--- src/bmg_pkg.sv ---
// Package for the board memory decode and strap glue block.
// Assumes a single 10 MHz clock domain and a classic Wishbone register bus.
package bmg_pkg;

  // ------------------------------------------------------------
  // Register map (word addresses, byte address = 4 * index)
  // ------------------------------------------------------------
  localparam logic [3:0] BMG_IDX_PROG_VOLT = 4'h0;
  localparam logic [3:0] BMG_IDX_DOWN_RESET = 4'h1;
  localparam logic [3:0] BMG_IDX_STATUS = 4'h2;
  localparam logic [3:0] BMG_IDX_STRAP = 4'h3;
  localparam logic [3:0] BMG_IDX_DECODE = 4'h4;
  localparam int BMG_IDX_LSB = 2;
  localparam int BMG_IDX_W = 4;

  // ------------------------------------------------------------
  // Field positions
  // ------------------------------------------------------------
  localparam int BMG_PD0_LSB = 8;
  localparam int BMG_PD1_LSB = 12;
  localparam int BMG_PD_W = 4;
  localparam logic [3:0] BMG_PD_EMPTY = 4'hf;
  localparam logic BMG_PROG_VOLT_RST = 1'b0;
  localparam logic BMG_DOWN_RESET_RST = 1'b0;

  // ------------------------------------------------------------
  // Encodings
  // ------------------------------------------------------------
  localparam logic [1:0] BMG_SIZE_1M = 2'h3;
  localparam logic [1:0] BMG_SIZE_2M = 2'h0;
  localparam logic [1:0] BMG_SIZE_4M = 2'h1;
  localparam logic [1:0] BMG_SIZE_8M = 2'h2;
  localparam logic [1:0] BMG_SPEED_60 = 2'h0;
  localparam logic [1:0] BMG_SPEED_70 = 2'h1;
  localparam logic [1:0] BMG_SPEED_80 = 2'h2;
  localparam logic [1:0] BMG_WIDTH_32 = 2'h0;
  localparam logic [1:0] BMG_WIDTH_16 = 2'h1;
  localparam logic [1:0] BMG_WIDTH_8 = 2'h2;
  localparam logic [1:0] BMG_BOOT_LINK = 2'h0;
  localparam logic [1:0] BMG_BOOT_ROM16 = 2'h2;
  localparam logic [1:0] BMG_BOOT_ROM8 = 2'h3;
  localparam logic [1:0] BMG_LINK_UNITY = 2'h0;
  localparam logic [1:0] BMG_LINK_10M = 2'h1;
  localparam logic [1:0] BMG_LINK_20M = 2'h2;
  localparam logic [2:0] BMG_CORE_UNITY = 3'h0;
  localparam logic [2:0] BMG_CORE_30M = 3'h3;
  localparam logic [2:0] BMG_CORE_40M = 3'h4;

  // SRAM capacity in KiB per width
  localparam logic [9:0] BMG_SRAM_KB_32 = 10'h200;
  localparam logic [9:0] BMG_SRAM_KB_16 = 10'h100;
  localparam logic [9:0] BMG_SRAM_KB_8 = 10'h080;
  // Module depth in Mwords
  localparam logic [3:0] BMG_DEPTH_1M = 4'h1;
  localparam logic [3:0] BMG_DEPTH_2M = 4'h2;
  localparam logic [3:0] BMG_DEPTH_4M = 4'h4;
  localparam logic [3:0] BMG_DEPTH_8M = 4'h8;
  // Speed in ns, zero for an unknown code
  localparam logic [7:0] BMG_NS_60 = 8'h3c;
  localparam logic [7:0] BMG_NS_70 = 8'h46;
  localparam logic [7:0] BMG_NS_80 = 8'h50;

  // ------------------------------------------------------------
  // Carriers
  // ------------------------------------------------------------
  typedef struct packed {
    logic column_strobe_n;
    logic program_strobe_n;
    logic row_strobe_n;
    logic [3:0] byte_write_strobe_n;
  } bmg_strobe_s;

  typedef struct packed {
    logic chip_enable_n;
    logic output_enable_n;
    logic [3:0] byte_write_n;
  } bmg_sram_s;

  typedef struct packed {
    logic internal_mem_disable;
    logic [1:0] boot_source;
    logic link0_half_rate_select;
    logic [1:0] link_rate_select;
    logic [2:0] core_clock_select;
  } bmg_strap_s;

endpackage

--- src/bmg_glue.sv ---
// Board memory decode, reset routing and strap glue.
// Assumes all pins synchronous to clk; registers on classic Wishbone.
`timescale 1ns/1ps
`default_nettype none

// Functional notes
// - column strobe to chip enable, program to output enable
// - byte write strobes drive SRAM byte writes
// - SRAM width 8/16/32, default 32
// - capacity 256K at 16 bit, 128K at 8
// - size code 11=1M 00=2M 01=4M 10=8M
// - speed code 00=60 01=70 10=80 ns
// - reads return socket pins at 11:8, 15:12
// - presence field in every register read
// - decode uses socket 0 size code only
// - always assume the larger module
// - button, backplane, power-on drive power reset
// - port and mezzanine resets drive core reset
// - fitted link reads 0, absent reads 1
// - internal memory disable strap 0=use, 1=disable
// - boot strap 00 link, 10 ROM16, 11 ROM8
// - link rate codes; link0 half rate bit
// - core clock codes 000, 011 x6, 100 x8
// - error output to both development ports
// - empty socket presence bits read ones
// - downstream reset write drives both ports low
module bmg_glue #(
  parameter logic [1:0] SRAM_WIDTH_DEFAULT = bmg_pkg::BMG_WIDTH_32
) (
  // Clock and reset
  input wire logic clk,
  input wire logic reset,
  // Wishbone slave
  input wire logic wb_cyc_i,
  input wire logic wb_stb_i,
  input wire logic wb_we_i,
  input wire logic [7:0] wb_adr_i,
  input wire logic [3:0] wb_sel_i,
  input wire logic [31:0] wb_dat_i,
  output logic [31:0] wb_dat_o,
  output logic wb_ack_o,
  output logic wb_err_o,
  // Processor strobes and SRAM bank 0
  input wire bmg_pkg::bmg_strobe_s mem_strobe_i,
  output bmg_pkg::bmg_sram_s sram_o,
  // Width jumper and module presence pins
  input wire logic [1:0] sram_width_jumper,
  input wire logic [3:0] socket0_presence,
  input wire logic socket0_fitted,
  input wire logic [3:0] socket1_presence,
  input wire logic socket1_fitted,
  // Decode results
  output logic [3:0] module_depth_mwords,
  output logic [7:0] module_speed_ns,
  output logic [7:0] slower_speed_ns,
  output logic [9:0] sram_capacity_kb,
  output logic sram_width_mismatch,
  // Reset sources and targets
  input wire logic panel_button_reset,
  input wire logic backplane_sys_reset,
  input wire logic power_on_detect,
  input wire logic panel_port_reset,
  input wire logic backplane_port_reset,
  input wire logic mezzanine_reset,
  output logic processor_power_reset_n,
  output logic processor_core_reset,
  output logic panel_down_reset_n,
  output logic backplane_down_reset_n,
  // Option strap block, high while link absent
  input wire bmg_pkg::bmg_strap_s option_strap_block,
  output bmg_pkg::bmg_strap_s strap_o,
  output logic unity_clock_mode,
  output logic link_rate_reserved,
  output logic core_clock_reserved,
  output logic [3:0] core_clock_multiplier,
  // Error forwarding
  input wire logic processor_error_output,
  output logic panel_error_n,
  output logic backplane_error_n
);
  import bmg_pkg::*;

  // ------------------------------------------------------------
  // SRAM strobe mapping
  // ------------------------------------------------------------
  // Row strobe is deliberately unused in this bank
  assign sram_o.chip_enable_n = mem_strobe_i.column_strobe_n;
  assign sram_o.output_enable_n = mem_strobe_i.program_strobe_n;
  assign sram_o.byte_write_n = mem_strobe_i.byte_write_strobe_n;

  // ------------------------------------------------------------
  // Register state
  // ------------------------------------------------------------
  logic prog_volt_reg;
  logic prog_volt_next;
  logic down_reset_reg;
  logic down_reset_next;
  logic [1:0] sw_width_reg;
  logic [1:0] sw_width_next;
  logic ack_reg;
  logic ack_next;
  logic err_reg;
  logic err_next;
  logic [31:0] rdata_reg;
  logic [31:0] rdata_next;
  logic [BMG_IDX_W-1:0] idx;
  logic req;
  logic [BMG_PD_W-1:0] pd0;
  logic [BMG_PD_W-1:0] pd1;
  logic [31:0] pd_field;

  assign idx = wb_adr_i[BMG_IDX_LSB +: BMG_IDX_W];
  assign req = wb_cyc_i && wb_stb_i && !ack_reg && !err_reg;

  // Live pins, forced high when a socket is empty
  assign pd0 = socket0_fitted ? socket0_presence : BMG_PD_EMPTY;
  assign pd1 = socket1_fitted ? socket1_presence : BMG_PD_EMPTY;

  // Presence field common to every word read
  always_comb
  begin
    pd_field = '0;
    pd_field[BMG_PD0_LSB +: BMG_PD_W] = pd0;
    pd_field[BMG_PD1_LSB +: BMG_PD_W] = pd1;
  end

  // ------------------------------------------------------------
  // Wishbone next-state: one wait-free cycle, ack the cycle after
  // ------------------------------------------------------------
  always_comb
  begin
    prog_volt_next = prog_volt_reg;
    down_reset_next = down_reset_reg;
    sw_width_next = sw_width_reg;
    ack_next = 1'b0;
    err_next = 1'b0;
    rdata_next = rdata_reg;
    if (req)
    begin
      ack_next = 1'b1;
      rdata_next = pd_field;
      unique case (idx)
        BMG_IDX_PROG_VOLT:
        begin
          rdata_next[0] = prog_volt_reg;
          if (wb_we_i && wb_sel_i[0])
            prog_volt_next = wb_dat_i[0];
        end
        BMG_IDX_DOWN_RESET:
        begin
          rdata_next[0] = down_reset_reg;
          if (wb_we_i && wb_sel_i[0])
            down_reset_next = wb_dat_i[0];
        end
        BMG_IDX_STATUS:
        begin
          // Register bit is active high: 1 while the error is raised
          rdata_next[0] = processor_error_output;
          rdata_next[1] = sram_width_mismatch;
        end
        BMG_IDX_STRAP:
        begin
          // Straps sit above the presence field so bit 8 stays intact
          rdata_next[31:23] = strap_o;
        end
        BMG_IDX_DECODE:
        begin
          rdata_next[1:0] = sw_width_reg;
          rdata_next[7:4] = module_depth_mwords;
          rdata_next[23:16] = slower_speed_ns;
          if (wb_we_i && wb_sel_i[0])
            sw_width_next = wb_dat_i[1:0];
        end
        default:
        begin
          // Unmapped word answers with an error, no side effect
          ack_next = 1'b0;
          err_next = 1'b1;
          rdata_next = pd_field;
        end
      endcase
    end
  end

  // Register update
  always_ff @(posedge clk or posedge reset)
  begin
    if (reset)
    begin
      prog_volt_reg <= BMG_PROG_VOLT_RST;
      down_reset_reg <= BMG_DOWN_RESET_RST;
      sw_width_reg <= SRAM_WIDTH_DEFAULT;
      ack_reg <= 1'b0;
      err_reg <= 1'b0;
      rdata_reg <= '0;
    end
    else
    begin
      prog_volt_reg <= prog_volt_next;
      down_reset_reg <= down_reset_next;
      sw_width_reg <= sw_width_next;
      ack_reg <= ack_next;
      err_reg <= err_next;
      rdata_reg <= rdata_next;
    end
  end

  assign wb_ack_o = ack_reg;
  assign wb_err_o = err_reg;
  assign wb_dat_o = rdata_reg;

  // ------------------------------------------------------------
  // Downstream reset and error forwarding
  // ------------------------------------------------------------
  // Register is active high, both port pins active low
  assign panel_down_reset_n = !down_reset_reg;
  assign backplane_down_reset_n = !down_reset_reg;
  assign panel_error_n = !processor_error_output;
  assign backplane_error_n = !processor_error_output;

  // ------------------------------------------------------------
  // Reset routing
  // ------------------------------------------------------------
  // Port resets never reach the power reset, only the core
  assign processor_power_reset_n =
    !(panel_button_reset || backplane_sys_reset || power_on_detect);
  assign processor_core_reset =
    panel_port_reset || backplane_port_reset || mezzanine_reset;

  // ------------------------------------------------------------
  // Module decode from socket 0, except slower speed from both
  // ------------------------------------------------------------
  // Small modules alias larger codes; map assumes the larger one
  always_comb
  begin
    unique case (socket0_presence[1:0])
      BMG_SIZE_1M: module_depth_mwords = BMG_DEPTH_1M;
      BMG_SIZE_2M: module_depth_mwords = BMG_DEPTH_2M;
      BMG_SIZE_4M: module_depth_mwords = BMG_DEPTH_4M;
      BMG_SIZE_8M: module_depth_mwords = BMG_DEPTH_8M;
    endcase
  end

  // Speed code of one socket, zero for the unused code
  function automatic logic [7:0] speed_ns(input logic [1:0] code);
    logic [7:0] ns;
    ns = '0;
    unique case (code)
      BMG_SPEED_60: ns = BMG_NS_60;
      BMG_SPEED_70: ns = BMG_NS_70;
      BMG_SPEED_80: ns = BMG_NS_80;
      default: ns = '0;
    endcase
    return ns;
  endfunction

  logic [7:0] ns0;
  logic [7:0] ns1;
  assign ns0 = socket0_fitted ? speed_ns(socket0_presence[3:2]) : '0;
  assign ns1 = socket1_fitted ? speed_ns(socket1_presence[3:2]) : '0;
  assign module_speed_ns = ns0;
  // Hint for timing software: slower of the fitted modules
  assign slower_speed_ns = (ns1 > ns0) ? ns1 : ns0;

  // ------------------------------------------------------------
  // SRAM width and capacity
  // ------------------------------------------------------------
  always_comb
  begin
    unique case (sram_width_jumper)
      BMG_WIDTH_16: sram_capacity_kb = BMG_SRAM_KB_16;
      BMG_WIDTH_8: sram_capacity_kb = BMG_SRAM_KB_8;
      default: sram_capacity_kb = BMG_SRAM_KB_32;
    endcase
  end
  // Flags disagreement between jumper and software setting
  assign sram_width_mismatch = (sram_width_jumper != sw_width_reg);

  // ------------------------------------------------------------
  // Option straps
  // ------------------------------------------------------------
  // Pins pass straight through: fitted link 0, absent 1
  assign strap_o = option_strap_block;
  assign unity_clock_mode =
    (option_strap_block.core_clock_select == BMG_CORE_UNITY);
  assign link_rate_reserved =
    (option_strap_block.link_rate_select == 2'h3);
  always_comb
  begin
    core_clock_reserved = 1'b0;
    unique case (option_strap_block.core_clock_select)
      BMG_CORE_UNITY: core_clock_multiplier = 4'h1;
      BMG_CORE_30M: core_clock_multiplier = 4'h6;
      BMG_CORE_40M: core_clock_multiplier = 4'h8;
      default:
      begin
        core_clock_multiplier = 4'h0;
        core_clock_reserved = 1'b1;
      end
    endcase
  end

  // ------------------------------------------------------------
  // Checks
  // ------------------------------------------------------------
  property p_ack_one_cycle;
    @(posedge clk) disable iff (reset)
      (wb_cyc_i && wb_stb_i && !wb_ack_o && !wb_err_o && idx <= BMG_IDX_DECODE)
        |=> wb_ack_o ##1 !wb_ack_o;
  endproperty
  a_ack_one_cycle: assert property (p_ack_one_cycle) else $error("ack timing wrong");

  property p_pd_read;
    @(posedge clk) disable iff (reset)
      (wb_cyc_i && wb_stb_i && !wb_ack_o && !wb_err_o && !wb_we_i)
        |=> wb_dat_o[15:8] == {$past(pd1), $past(pd0)};
  endproperty
  a_pd_read: assert property (p_pd_read) else $error("presence field wrong");

  property p_empty_ones;
    @(posedge clk) disable iff (reset)
      (req && !socket1_fitted) |=> wb_dat_o[15:12] == BMG_PD_EMPTY;
  endproperty
  a_empty_ones: assert property (p_empty_ones) else $error("empty socket not ones");

  property p_down_reset;
    @(posedge clk) disable iff (reset)
      (req && wb_we_i && wb_sel_i[0] && idx == BMG_IDX_DOWN_RESET && wb_dat_i[0])
        |=> !panel_down_reset_n && !backplane_down_reset_n;
  endproperty
  a_down_reset: assert property (p_down_reset) else $error("down reset not driven");

  property p_power_reset;
    @(posedge clk) disable iff (reset)
      (panel_port_reset || mezzanine_reset) && !power_on_detect &&
        !panel_button_reset && !backplane_sys_reset
        |-> processor_power_reset_n && processor_core_reset;
  endproperty
  a_power_reset: assert property (p_power_reset) else $error("reset routed wrong");

  property p_sram_map;
    @(posedge clk) disable iff (reset)
      1'b1 |-> sram_o.chip_enable_n == mem_strobe_i.column_strobe_n &&
        sram_o.output_enable_n == mem_strobe_i.program_strobe_n &&
        sram_o.byte_write_n == mem_strobe_i.byte_write_strobe_n;
  endproperty
  a_sram_map: assert property (p_sram_map) else $error("sram strobe mapping wrong");

  property p_full_reset;
    @(posedge clk) disable iff (reset)
      (panel_button_reset || backplane_sys_reset || power_on_detect)
        |-> !processor_power_reset_n;
  endproperty
  a_full_reset: assert property (p_full_reset) else $error("full reset not routed");

  property p_strap_pass;
    @(posedge clk) disable iff (reset)
      1'b1 |-> strap_o == option_strap_block;
  endproperty
  a_strap_pass: assert property (p_strap_pass) else $error("strap pins altered");

  property p_depth;
    @(posedge clk) disable iff (reset)
      socket0_presence[1:0] == BMG_SIZE_8M |-> module_depth_mwords == BMG_DEPTH_8M;
  endproperty
  a_depth: assert property (p_depth) else $error("size decode wrong");

  property p_error_fwd;
    @(posedge clk) disable iff (reset)
      processor_error_output |-> !panel_error_n && !backplane_error_n;
  endproperty
  a_error_fwd: assert property (p_error_fwd) else $error("error not forwarded");

endmodule // bmg_glue

`default_nettype wire

--- config.mk ---
export PLATFORM = sky130hd
export DESIGN_NAME = bmg_glue
export DESIGN_NICKNAME = d
export VERILOG_FILES = /design/src/bmg_pkg.sv /design/src/bmg_glue.sv
export SDC_FILE = /design/constraint.sdc
export NUM_CORES = 1
export LEC_CHECK = 0
export ABC_AREA = 0
export BUFFER_PORTS_ARGS = -buffer_cell sky130_fd_sc_hd__buf_2
export CORE_MARGIN = 2
export CORE_UTILIZATION = 37
export DETAILED_ROUTE_END_ITERATION = 8
export PLACE_DENSITY = 0.83
export SLEW_MARGIN = 5
export SYNTH_ARGS = -nofsm -noshare
export SYNTH_HDL_FRONTEND = slang
export SYNTH_SLANG_ARGS = --single-unit
export TNS_END_PERCENT = 100
--- constraint.sdc ---
create_clock -name clk -period 4.6 [get_ports clk]
set_clock_uncertainty 0.05 [all_clocks]
set_input_delay 0.23 -clock clk [delete_from_list [all_inputs] [get_ports clk]]
set_output_delay 0.23 -clock clk [all_outputs]
set_load 0.02 [all_outputs]
# Word-level counts from Yosys, hierarchy flattened
# Index checks and enable logic that the tools add are counted.
[word_totals] regBits=36 output_inout_bits=93
[classes] magnitude_cmp=1 eq_ne=17 n_mux=21 reduce_logical=23
[ops] cell="$pmux 7 s3" count=2
[ops] cell="$mux 8" count=4
[ops] cell="$pmux 10 s2" count=1
[ops] cell="$pmux 4 s4" count=1
[ops] cell="$eq 2x2->1 const B" count=6
[ops] cell="$mux 4" count=3
[ops] cell="$pmux 4 s3" count=1
[ops] cell="$reduce_and 3->1" count=3
[ops] cell="$eq 2x1->1 const B" count=4
[ops] cell="$eq 4x2->1 const B" count=2
[ops] cell="$gt 8x8->1" count=1
[ops] cell="$mux 7" count=1
[ops] cell="$logic_not 2->1" count=3
[ops] cell="$logic_not 1->1" count=5
[ops] cell="$mux 1" count=5
[ops] cell="$reduce_or 5->1" count=1
[ops] cell="$eq 4x1->1 const B" count=1
[ops] cell="$eq 4x3->1 const B" count=1
[ops] cell="$logic_and 1x1->1" count=4
[ops] cell="$logic_not 4->1" count=1
[ops] cell="$logic_or 1x1->1" count=4
[ops] cell="$pmux 1 s2" count=2
[ops] cell="$pmux 1 s4" count=1
[ops] cell="$eq 3x2->1 const B" count=1
[ops] cell="other kinds (4)" count=4

# Logic depth before layout (Yosys ltp)
# Gate-level depths: netlist of the first run.
[depth] depth_word=6 ltp_mapped=10 ltp_nobuf=9

# Least setup slack after synthesis of the first run
# OpenSTA, ideal clock, no wires.
[synth_path] path_kind="input to output" from="input port socket1_presence[2]" to="output port slower_speed_ns[5]" arrival_time_ps=2524 required_ps=4320 setup_slack_ps=1796 path_stages=10 path_buffers=1 cell_sequence="inv_1 ha_1 o211ai_1 inv_1 ha_1 nor2b_1 o311ai_0 a21oi_1 nor2_1 buf_4"
[synth_via] elab_chain_cells=5 word_cells_on_any_way=7
[synth_lines] element="start: declaration" line="bmg_glue.sv:50" rtl="input wire logic [3:0] socket1_presence,"
[synth_lines] element="$eq 2x2->1 (tied with other cells)" line="bmg_glue.sv:248" rtl="unique case (code)"
[synth_lines] element="$pmux 7 s3 (*)" line="bmg_glue.sv:248"
[synth_lines] element="$mux 8 (*)" line="bmg_glue.sv:260" rtl="assign ns1 = socket1_fitted ? speed_ns(socket1_presence[3:2]) : '0;"
[synth_lines] element="$gt 8x8->1" line="bmg_glue.sv:263" rtl="assign slower_speed_ns = (ns1 > ns0) ? ns1 : ns0;"
[synth_lines] element="$mux 8 (*)" line="bmg_glue.sv:263"
[synth_lines] element="end: declaration" line="bmg_glue.sv:55" rtl="output logic [7:0] slower_speed_ns,"
# Every way passes the cells marked *; elsewhere a longest branch is shown, timed or not.

# Worst setup path after layout of the first run
[layout_path] from="input port socket0_presence[2]" to="output port slower_speed_ns[1]"
[layout_via] elab_chain_cells=5 word_cells_on_any_way=7
[layout_lines] element="start: declaration" line="bmg_glue.sv:48" rtl="input wire logic [3:0] socket0_presence,"
[layout_lines] element="$eq 2x2->1 (tied with other cells)" line="bmg_glue.sv:248"
[layout_lines] element="$pmux 7 s3 (*)" line="bmg_glue.sv:248"
[layout_lines] element="$mux 8 (*)" line="bmg_glue.sv:259" rtl="assign ns0 = socket0_fitted ? speed_ns(socket0_presence[3:2]) : '0;"
[layout_lines] element="$gt 8x8->1" line="bmg_glue.sv:263"
[layout_lines] element="$mux 8 (*)" line="bmg_glue.sv:263"
# Marks and branches as above.

==> results by group, run 1 <==
Global routing
  • Global-route wire length before repair: 7.845 mm
  • Global-route usage over all layers: 0.1565
  • Remaining Overflow, GRT: 0
  • Number of antenna violations at the first check in global routing: 0
  • Via count of the first global-routing pass: 1758
  • Largest net degree at the start of global routing: 35

Critical path
  • Capture instance of the worst register-to-register path: wb_dat_o[0]$_DFFE_PP0P_
  • Slowest CP cell: sky130_fd_sc_hd__o311ai_0
  • CP cell instances: buf_2, inv_1, ha_1, o211ai_1, ha_1, nor2b_1, o311ai_0, nand3_1, and2_1, buf_2
  • Capture point of the critical path: slower_speed_ns[1]
  • Endpoint type of the worst setup path: primary output
  • Worst Path Class, Setup: primary input to primary output
  • Stages on the worst setup path: 10
  • Combined buffer and inverter count along the critical path: 3
  • Critical path's top delay family: compound AO/OA/AOI/OAI gates
  • Required time of the worst setup path: ~4.3 ns
  • Start point of the critical path: socket0_presence[2]
  • Reg2Reg Depth: 3
  • CP max FO: 5
  • Arrival time of data at the critical path endpoint: about 2.7 ns
  • Critical Path Source Type: primary input
  • Worst setup slack for register-to-register paths: approximately 2.6 ns
  • Peak per-stage delay on the critical path: approximately 0.7 ns
  • Startpoint of the worst-slack reg-to-reg timing path: wb_ack_o$_DFF_PP0_

Floorplan
  • Core region area: 5851 µm²
  • Starting density of the core: 0.3770
  • Die Height: 81.21 µm
  • Row count: 28
  • Horizontal extent of the die: between 80 and 90 µm
  • Die outline area: about 6600 µm²
  • Num ports: approximately 180

Placed design
  • Half-perimeter wire length of the detailed placement result: 4.067 mm
  • Post-DP Area: 2633 µm²
  • Count of input and output buffers: ~110
  • Placer's final routability congestion estimate: around 0.82

Routing
  • Detail-routed via count per cell: 4.812
  • Antenna violation net count after detailed routing: 0
  • DR vias: between 1500 and 2000
  • DRT Wirelength: 5.015 mm
  • Remaining design rule violation count: 0
  • DR iter-0 viols: 73
  • Wire length per cell: around 12 µm
  • Count of TritonRoute iterations in the first routing pass: 5

Logic synthesis
  • Share of synthesized area occupied by flip-flops and latches: 0.3857
  • Number of library cell types mapped by synthesis: 41
  • Yosys top cell area share: 0.3857
  • Cells after Synth: 237
  • Ys flop type: sky130_fd_sc_hd__dfrtp_1
  • Post-synthesis sequential element count: 34
  • Ys async rst share: 1.000
  • Synth top area cells: sky130_fd_sc_hd__dfrtp_1 39%, sky130_fd_sc_hd__buf_4 12%, sky130_fd_sc_hd__ha_1 9.6%
  • Synthesis Warnings: 0
  • Cell type contributing the most total cell area after synthesis: sky130_fd_sc_hd__dfrtp_1
  • Synthesized area: about 2200 µm²
  • Mean post-synth cell area: slightly above 9 µm²
  • Number of synthesized flops with an enable pin: 0

Clock tree
  • Clock latency at the later pin of the worst-skew pair: 0.28 ns
  • CTS clk-pin slew, worst paths: ~0.070 ns
  • Maximum number of buffers from clock root to sink: 2
  • Clock tree from TritonCTS: yes
  • Total CTS buffers: 5
  • Root buffer cell: sky130_fd_sc_hd__clkbuf_8
  • TritonCTS Sinks: 34
  • Max H-tree Level: 2

Timing
  • Setup repair after global routing missed its margin: false
  • Number of failing hold endpoints at the final stage: 0
  • Achievable clock frequency: ~330 MHz
  • Final Critical Period: slightly above 3 ns
  • Final number of setup-violating endpoints: 0
  • Slew at the pin with the worst max-slew slack: about 1.1 ns
  • Post-route setup TNS: 0 ns
  • Worst rel slew slack: 0.2754
  • Final Max Slew Viols: 0
  • Final cycle utilization of the critical path: 0.6567

Finish
  • N_diodes: 0
  • Most common cell after layout, fill and taps aside: sky130_fd_sc_hd__buf_2
  • Design area: 2738 µm²
  • Number of flip-flops under the largest register name: 28
  • Final nets: 430
  • Layout overhead on the synthesized area: 24.11%
  • Most frequent cells in the layout: 112 x sky130_fd_sc_hd__buf_2, 34 x sky130_fd_sc_hd__dfrtp_1, 22 x sky130_fd_sc_hd__inv_1
  • Fraction of final layout cells sized beyond drive strength 1: 0.3970

Worst hold path
  • Path type of the worst min-delay path: primary input to register

Pwr
  • Worst-case vdd ir drop: around 0.00011 V
  • Static leakage: 1.557 nW
  • Power density over the cells: about 300 nW/µm²

Outcome
  • Run status: completed

Job
  • Number of violations of the max-capacitance limit: 0
[where the power goes]
| part | switching [mW] | internal, mW |
|---|---|---|
| Sequential | 0.0113 | 0.319 |
| Combinational | 0.161 | 0.0842 |
| Clock | 0.107 | 0.120 |
[metal layers]
metal,share of wire,vias to the layer above,track usage,wire [µm]
met5,0,-,0,0
met2,0.50,83,0.2876,2522
met3,0.062,10,0.03111,311
met1,0.41,906,0.1740,2075
met4,0.021,0,0.06780,106
li1,-,950,-,-
[worst reg2reg max path: stages (launching register included)]
cell and delay [ns]:
sky130_fd_sc_hd__dfrtp_1 0.41, sky130_fd_sc_hd__nor3_2 0.89, sky130_fd_sc_hd__o311ai_0 0.39, sky130_fd_sc_hd__o21a_1 0.21
[synth_stat cells, types with 2 or more instances]
cell type / n
sky130_fd_sc_hd__nor3_1: 6
sky130_fd_sc_hd__and2_1: 6
sky130_fd_sc_hd__dfrtp_1: 34
sky130_fd_sc_hd__inv_1: 22
sky130_fd_sc_hd__o21ai_0: 4
sky130_fd_sc_hd__a22oi_1: 2
sky130_fd_sc_hd__mux2_2: 4
sky130_fd_sc_hd__clkbuf_1: 7
sky130_fd_sc_hd__mux2i_1: 2
sky130_fd_sc_hd__nor2_1: 21
sky130_fd_sc_hd__nand3_1: 6
sky130_fd_sc_hd__a22o_1: 13
sky130_fd_sc_hd__nor2b_1: 2
sky130_fd_sc_hd__a21oi_1: 4
sky130_fd_sc_hd__or4_1: 2
sky130_fd_sc_hd__xnor2_1: 2
sky130_fd_sc_hd__buf_4: 36
sky130_fd_sc_hd__o311ai_0: 3
sky130_fd_sc_hd__o31ai_1: 2
sky130_fd_sc_hd__ha_1: 17
sky130_fd_sc_hd__nand2_1: 14
sky130_fd_sc_hd__o211ai_1: 2
sky130_fd_sc_hd__a31oi_1: 8
[what timing repair did]
item	4_1_cts	5_1_grt
hold buffers	1	0
endpoints found under the hold margin	34	0
resized for setup	0	0
buffers inserted	0	0
[through the flow]
stage / util / cells / hold slack [ns] / power [mW] / worst slack [ns]
after floorplan: - / 250 / 0.2792 / 0.5218 / 1.796
after global placement: 0.4500 / 396 / 0.2932 / 0.5767 / 1.689
after detailed placement: 0.4500 / 396 / 0.2974 / 0.5820 / 1.590
after CTS: 0.4679 / 405 / 0.1244 / 0.8131 / 1.607
after global routing: 0.4679 / 405 / 0.1237 / 0.8530 / 1.250
final: 0.4679 / 405 / 0.1342 / 0.8026 / 1.579
[cells by family after synthesis]
| group | share of synthesized area |
|---|---|
| buffers and inverters | 0.1719 |
| XOR/XNOR | 0.007942 |
| other | 0.001700 |
| AO/OA/AOI/OAI | 0.1532 |
| AND/OR/NAND/NOR | 0.1537 |
| adder cells (fa/ha/maj) | 0.09642 |
| flip-flops | 0.3857 |
| multiplexers | 0.02949 |
[cell type report]
class                           instances  area (µm²)
Timing Repair Buffer                  115       585.6
Inverter                               22       82.58
Fill cell                             584        3113
Sequential cell                        34       850.8
Clock buffer                            6       82.58
Multi-Input combinational cell        151        1030
Tap cell                               75       93.84
Clock inverter                          2       12.51
[worst min-delay path by stage]
stage                              from                     endpoint  slack, ns  cells after the start
finish              socket1_presence[0]     wb_dat_o[12]$_DFFE_PP0P_       0.13                      3
global route                wb_dat_i[1]  sw_width_reg[1]$_DFFE_PP0P_       0.12                      2
CTS                         wb_dat_i[1]  sw_width_reg[1]$_DFFE_PP0P_       0.12                      2
detailed placement                reset     wb_dat_o[28]$_DFFE_PP0P_       0.30                      3
global placement                  reset     wb_dat_o[30]$_DFFE_PP0P_       0.29                      3
floorplan                   wb_adr_i[5]      wb_dat_o[1]$_DFFE_PP0P_       0.28                      1
No activity file was read; power rests on OpenSTA's default activity.
==> run 2, diff against run 1 <==
--- a/config.mk
+++ b/config.mk
@@ -8,9 +8,9 @@
 export ABC_AREA = 0
 export BUFFER_PORTS_ARGS = -buffer_cell sky130_fd_sc_hd__buf_2
 export CORE_MARGIN = 2
-export CORE_UTILIZATION = 37
+export CORE_UTILIZATION = 36
 export DETAILED_ROUTE_END_ITERATION = 8
-export PLACE_DENSITY = 0.83
+export PLACE_DENSITY = 0.84
 export SLEW_MARGIN = 5
 export SYNTH_ARGS = -nofsm -noshare
 export SYNTH_HDL_FRONTEND = slang
==> constraint.sdc (replaced) <==
create_clock -name clk -period 2.53 [get_ports clk]
set_clock_uncertainty 0.05 [all_clocks]
set_input_delay 0.1265 -clock clk [delete_from_list [all_inputs] [get_ports clk]]
set_output_delay 0.1265 -clock clk [all_outputs]
set_load 0.02 [all_outputs]
==> run 2 against run 1 <==
Compared with the run above: cell count is 2.2% higher; sequential power is 82% higher; global-route usage is 0.33 points higher; via count is 0.77% higher; power is 86% higher; wire length is 9.2% higher; critical path type unchanged; highest routed layer unchanged.
==> results by group, run 2 (synthesis results as in run 1) <==
Outcome
  • Run status: completed

Critical path
  • Worst setup slack for register-to-register paths: roughly 0.69 ns
  • Stages on the worst setup path: 11
  • Critical path's top delay family: compound AO/OA/AOI/OAI gates
  • CP max FO: 4
  • Combined buffer and inverter count along the critical path: 4
  • Slowest CP cell: sky130_fd_sc_hd__o311a_1
  • Required time of the worst setup path: between 2 and 2.5 ns
  • Critical Path Source Type: primary input
  • CP cell instances: buf_2, inv_1, ha_2, o211ai_1, inv_1, ha_1, nor2b_1, o311a_1, nor2_2, mux2i_1, buf_2
  • Reg2Reg Depth: 4
  • Worst Path Class, Setup: primary input to primary output
  • Peak per-stage delay on the critical path: 0.39 ns
  • Endpoint type of the worst setup path: primary output
  • Arrival time of data at the critical path endpoint: about 2.2 ns

Routing
  • Detail-routed via count per cell: between 4 and 5
  • DRT Wirelength: 5.475 mm
  • Count of TritonRoute iterations in the first routing pass: 4
  • Remaining design rule violation count: 0
  • Wire length per cell: 13.22 µm
  • Antenna violation net count after detailed routing: 0
  • DR vias: between 1500 and 2000
  • DR iter-0 viols: 29

Pwr
  • Proportion of power drawn by the clock network: 0.275
  • Proportion of power drawn by flip-flops and latches: 0.402
  • Int Power: between 0.9 and 1 mW
  • Switching Share: 0.3475
  • Switching Power: 0.5191 mW
  • Power density over the cells: around 530 nW/µm²
  • Static leakage: around 1.6 nW
  • Worst-case vdd ir drop: ~0.00020 V
  • Combinational power share: 0.323

Clock tree
  • Max H-tree Level: 2
  • Root buffer cell: sky130_fd_sc_hd__clkbuf_8
  • Clock latency at the later pin of the worst-skew pair: 0.28 ns
  • Clock tree from TritonCTS: yes
  • Total CTS buffers: 5
  • Maximum number of buffers from clock root to sink: 2
  • TritonCTS Sinks: 34
  • Post CTS Setup Buffer Count: 0
  • CTS clk-pin slew, worst paths: roughly 0.070 ns

Finish
  • N_diodes: 0
  • Fraction of final layout cells sized beyond drive strength 1: 0.4218
  • Layout overhead on the synthesized area: 27.96%
  • Final nets: 439
  • Filler-free cell count of the finished design: 414
  • Most common cell after layout, fill and taps aside: sky130_fd_sc_hd__buf_2
  • Number of flip-flops under the largest register name: 28
  • Design area: around 2800 µm²
  • Most frequent cells in the layout: 112 x sky130_fd_sc_hd__buf_2, 34 x sky130_fd_sc_hd__dfrtp_1, 22 x sky130_fd_sc_hd__inv_1
  • Final core utilization: 0.4768

Timing
  • Final number of setup-violating endpoints: 0
  • Final cycle utilization of the critical path: 0.9529
  • Setup repair after global routing missed its margin: true
  • Final Max Slew Viols: 0
  • Final Critical Period: 2.411 ns
  • Number of failing hold endpoints at the final stage: 0
  • Worst rel slew slack: 0.5103
  • Slew at the pin with the worst max-slew slack: 0.7337 ns
  • Smallest setup slack after layout: about 0.12 ns
  • Achievable clock frequency: 414.8 MHz

Global routing
  • Global-route usage over all layers: 0.1598
  • Via count of the first global-routing pass: 1800
  • Number of antenna violations at the first check in global routing: 0
  • Largest net degree at the start of global routing: 22
  • Global-route wire length before repair: between 8 and 9 mm
  • Remaining Overflow, GRT: 0

Floorplan
  • Starting density of the core: 0.3726
  • Num ports: 177
  • Die outline area: ~6800 µm²
  • Horizontal extent of the die: ~82 µm
  • Core region area: between 5000 and 6000 µm²
  • Row count: 28
  • Die Height: 82.28 µm

Placed design
  • Number of placed cells counting well taps: 405
  • Count of input and output buffers: 112
  • Post-DP Area: between 2000 and 3000 µm²
  • Placer's final routability congestion estimate: approximately 0.83
  • Worst setup slack after placement: approximately 0.053 ns
  • Half-perimeter wire length of the detailed placement result: about 4.5 mm

Job
  • Number of violations of the max-capacitance limit: 0

Worst hold path
  • Worst Hold Depth: 3
  • Path type of the worst min-delay path: primary input to register
-- run 2: changes by cell type in the layout (fill, tap and decap cells not counted), sizes merged --
cell / before / now
clkinvlp: 1 / 0
buf: 114 / 123
clkbuf: 6 / 7
-- run 2: timing repair --
action | CTS | global route
hold buffers | 1 | 0
endpoints found under the setup margin | 0 | 6
resized for setup | 0 | 7
hold endpoints to repair | 18 | 0
-- run 2: layout make-up --
cell class              count  area [µm²]
clock buffers               7       86.33
clock inverters             1       5.005
fillers                   589        3098
inverters                  22       82.58
multi-input cells         151        1051
flip-flops and latches     34       850.8
well taps                  75       93.84
repair buffers            124       653.1
-- run 2: metal layers --
metal | up-vias | GRT usage | part of all wire
li1 | 972 | - | -
met1 | 901 | 0.1688 | 0.40
met2 | 82 | 0.3040 | 0.52
met3 | 9 | 0.03043 | 0.066
met4 | 0 | 0.07000 | 0.017
met5 | - | 0 | 0
-- run 2: per-stage QoR --
step	hold WS, ns	power [mW]	TNS, ns
final	0.03344	1.494	0
after global routing	0.03280	1.586	-0.05193
after CTS	0.02537	1.500	0
after detailed placement	0.2031	1.083	0
after global placement	0.2031	1.070	0
after floorplan	0.1757	0.9495	0
-- run 2: path summary, 6_finish.rpt --
check,startpoint,to
max reg2reg,wb_err_o$_DFF_PP0_,prog_volt_reg$_DFFE_PP0P_
min reg2reg,wb_dat_o[1]$_DFFE_PP0P_,wb_dat_o[1]$_DFFE_PP0P_
max,socket1_presence[2],slower_speed_ns[2]
max in group asynchronous,reset,wb_dat_o[27]$_DFFE_PP0P_
min in group asynchronous,reset,wb_dat_o[30]$_DFFE_PP0P_
min,socket1_presence[0],wb_dat_o[12]$_DFFE_PP0P_
-- run 2: worst min-delay path, delay by kind of cell --
family	cells	cell delay, ns
compound gates	1	0.07
buf+inv	2	0.13
-- run 2: power groups by stage --
stage,Combinational [mW],Sequential (mW),Clock [mW]
floorplan,0.301,0.648,0
global placement,0.461,0.609,0
detailed placement,0.473,0.611,0
CTS,0.475,0.601,0.424
global route,0.531,0.606,0.449
finish,0.482,0.601,0.411
==> run 3, diff against run 2 <==
--- a/config.mk
+++ b/config.mk
@@ -11,6 +11,7 @@
 export CORE_UTILIZATION = 36
 export DETAILED_ROUTE_END_ITERATION = 8
 export PLACE_DENSITY = 0.84
+export SKIP_LAST_GASP = 1
 export SLEW_MARGIN = 5
 export SYNTH_ARGS = -nofsm -noshare
 export SYNTH_HDL_FRONTEND = slang
==> constraint.sdc (replaced) <==
create_clock -name clk -period 2.2 [get_ports clk]
set_clock_uncertainty 0.05 [all_clocks]
set_input_delay 0.11 -clock clk [delete_from_list [all_inputs] [get_ports clk]]
set_output_delay 0.11 -clock clk [all_outputs]
set_load 0.02 [all_outputs]
==> run 3 against run 2 <==
Compared with the run above: highest routed layer unchanged; hold slack worse by 0.016 ns; global-route usage increased by 0.92 points; final area grew 15%; clock power increased by 6.6%; utilization rose by 7.0 points; wire length up 12%.
==> results by group, run 3 (synthesis results as in run 1) <==
Clock tree
  • Max H-tree Level: 2
  • Clock latency at the later pin of the worst-skew pair: ~0.28 ns
  • TritonCTS Sinks: 34
  • Total CTS buffers: 5
  • Maximum number of buffers from clock root to sink: 2
  • Clock tree from TritonCTS: yes
  • Root buffer cell: sky130_fd_sc_hd__clkbuf_8
  • CTS clk-pin slew, worst paths: ~0.060 ns

Pwr
  • Proportion of power drawn by flip-flops and latches: 0.370
  • Switching Share: 0.3415
  • Combinational power share: 0.396
  • Proportion of power drawn by the clock network: 0.235
  • Worst-case vdd ir drop: ~0.00032 V
  • Static leakage: between 1.5 and 2 nW
  • Power density over the cells: between 500 and 600 nW/µm²
  • Switching Power: 0.6377 mW
  • Int Power: approximately 1.2 mW

Routing
  • Wire length per cell: between 10 and 15 µm
  • Count of TritonRoute iterations in the first routing pass: 4
  • Remaining design rule violation count: 0
  • DRT Wirelength: 6.105 mm
  • DR iter-0 viols: 30
  • Detail-routed via count per cell: 4.855
  • Antenna violation net count after detailed routing: 0
  • DR vias: 2136

Critical path
  • Critical Path Source Type: primary input
  • Worst Path Class, Setup: primary input to primary output
  • Worst setup slack for register-to-register paths: between 0.3 and 0.4 ns
  • CP max FO: 4
  • Required time of the worst setup path: approximately 2.0 ns
  • Endpoint type of the worst setup path: primary output
  • Arrival time of data at the critical path endpoint: 1.99 ns

Worst hold path
  • Path type of the worst min-delay path: primary input to register

Timing
  • Post-Route Hold Slack: about 0.017 ns
  • Final Critical Period: ~2.2 ns
  • Final Max Slew Viols: 0
  • Final cycle utilization of the critical path: 0.9781
  • Achievable clock frequency: about 460 MHz
  • Post-route setup TNS: 0 ns
  • Final number of setup-violating endpoints: 0
  • Smallest setup slack after layout: 0.04813 ns
  • Number of failing hold endpoints at the final stage: 0

Finish
  • Final nets: 467
  • Most frequent cells in the layout: 104 x sky130_fd_sc_hd__buf_2, 40 x sky130_fd_sc_hd__buf_4, 34 x sky130_fd_sc_hd__dfrtp_1
  • N_diodes: 0
  • Most common cell after layout, fill and taps aside: sky130_fd_sc_hd__buf_2
  • Fraction of final layout cells sized beyond drive strength 1: 0.5288
  • Number of flip-flops under the largest register name: 28
  • Layout overhead on the synthesized area: 46.80%

Global routing
  • Via count of the first global-routing pass: 1968
  • Global-route usage over all layers: 0.1690
  • Remaining Overflow, GRT: 0
  • Global-route wire length before repair: ~8.7 mm
  • Largest net degree at the start of global routing: 35
  • Number of antenna violations at the first check in global routing: 0

Job
  • Number of violations of the max-capacitance limit: 0

Floorplan
  • Row count: 28
  • Starting density of the core: 0.3726
  • Die outline area: roughly 6800 µm²
  • Num ports: approximately 180
  • Die Height: 82.28 µm
  • Horizontal extent of the die: around 82 µm
  • Core region area: just under 6000 µm²

Placed design
  • Half-perimeter wire length of the detailed placement result: ~4.6 mm
  • Placer's final routability congestion estimate: 0.8560
  • Count of input and output buffers: around 110
  • Worst setup slack after placement: -0.1490 ns

Outcome
  • Run status: completed
-- run 3: cell count changes in the layout (fill, tap and decap cells not counted), sizes merged --
cell    previous run  this run
buf              123       151
clkbuf             7         6
clkinv             1         0
-- run 3: layout make-up --
type | instances | area, µm²
Sequential cell | 34 | 850.8
Fill cell | 548 | 2683
Clock buffer | 6 | 82.58
Timing Repair Buffer | 152 | 913.4
Tap cell | 75 | 93.84
Inverter | 22 | 90.09
Multi-Input combinational cell | 151 | 1207
-- run 3: stage by stage --
| stage | cells | total power [mW] | utilization | area, µm² |
|---|---|---|---|---|
| 3_5_place_dp | 425 | 1.298 | 0.4842 | 2867 |
| 5_1_grt | 440 | 1.971 | 0.5469 | 3238 |
| 6_report | 440 | 1.867 | 0.5469 | 3238 |
| 3_3_place_gp | 425 | 1.282 | 0.4842 | 2867 |
| 4_1_cts | 438 | 1.799 | 0.5275 | 3123 |
| 2_1_floorplan | 250 | 1.101 | - | 2271 |
-- run 3: timing repair --
item | 4_1_cts | 5_1_grt
gates resized for setup | 29 | 24
setup endpoints to repair | 6 | 7
setup buffers | 6 | 2
pin swaps | 9 | 8
hold endpoints to repair | 34 | 0
hold buffers | 1 | 0
-- run 3: power by group through the flow --
stage               combinational [mW]  sequential (mW)  clock [mW]
detailed placement               0.598            0.701           0
global route                     0.800            0.696       0.475
CTS                              0.656            0.690       0.452
floorplan                        0.356            0.745           0
finish                           0.739            0.691       0.438
global placement                 0.582            0.700           0
-- run 3: critical path, cell delays in order --
cell	delay (ns)
sky130_fd_sc_hd__buf_4	0.11
sky130_fd_sc_hd__inv_2	0.06
sky130_fd_sc_hd__ha_4	0.25
sky130_fd_sc_hd__nand2_1	0.08
sky130_fd_sc_hd__ha_1	0.37
sky130_fd_sc_hd__a21oi_2	0.27
sky130_fd_sc_hd__a2bb2oi_4	0.12
sky130_fd_sc_hd__buf_4	0.17
sky130_fd_sc_hd__nor3_4	0.22
sky130_fd_sc_hd__nor2_2	0.08
sky130_fd_sc_hd__buf_6	0.13
-- run 3: worst paths after layout --
check | start | end | cells past startpoint
hold reg to reg | wb_dat_o[1]$_DFFE_PP0P_ | wb_dat_o[1]$_DFFE_PP0P_ | 2
setup reg to reg | wb_ack_o$_DFF_PP0_ | prog_volt_reg$_DFFE_PP0P_ | 5
min in group asynchronous | reset | wb_dat_o[28]$_DFFE_PP0P_ | 4
hold / removal | wb_dat_i[1] | sw_width_reg[1]$_DFFE_PP0P_ | 2
setup / recovery | socket0_presence[2] | slower_speed_ns[3] | 11
max in group asynchronous | reset | wb_dat_o[26]$_DFFE_PP0P_ | 4
-- run 3: routing by layer --
| layer | routed length [µm] | share of wire | GRT usage |
|---|---|---|---|
| met1 | 2324 | 0.38 | 0.1716 |
| met2 | 3130 | 0.51 | 0.3234 |
| met3 | 437 | 0.072 | 0.04130 |
| met4 | 212 | 0.035 | 0.07333 |
| met5 | 0 | 0 | 0 |
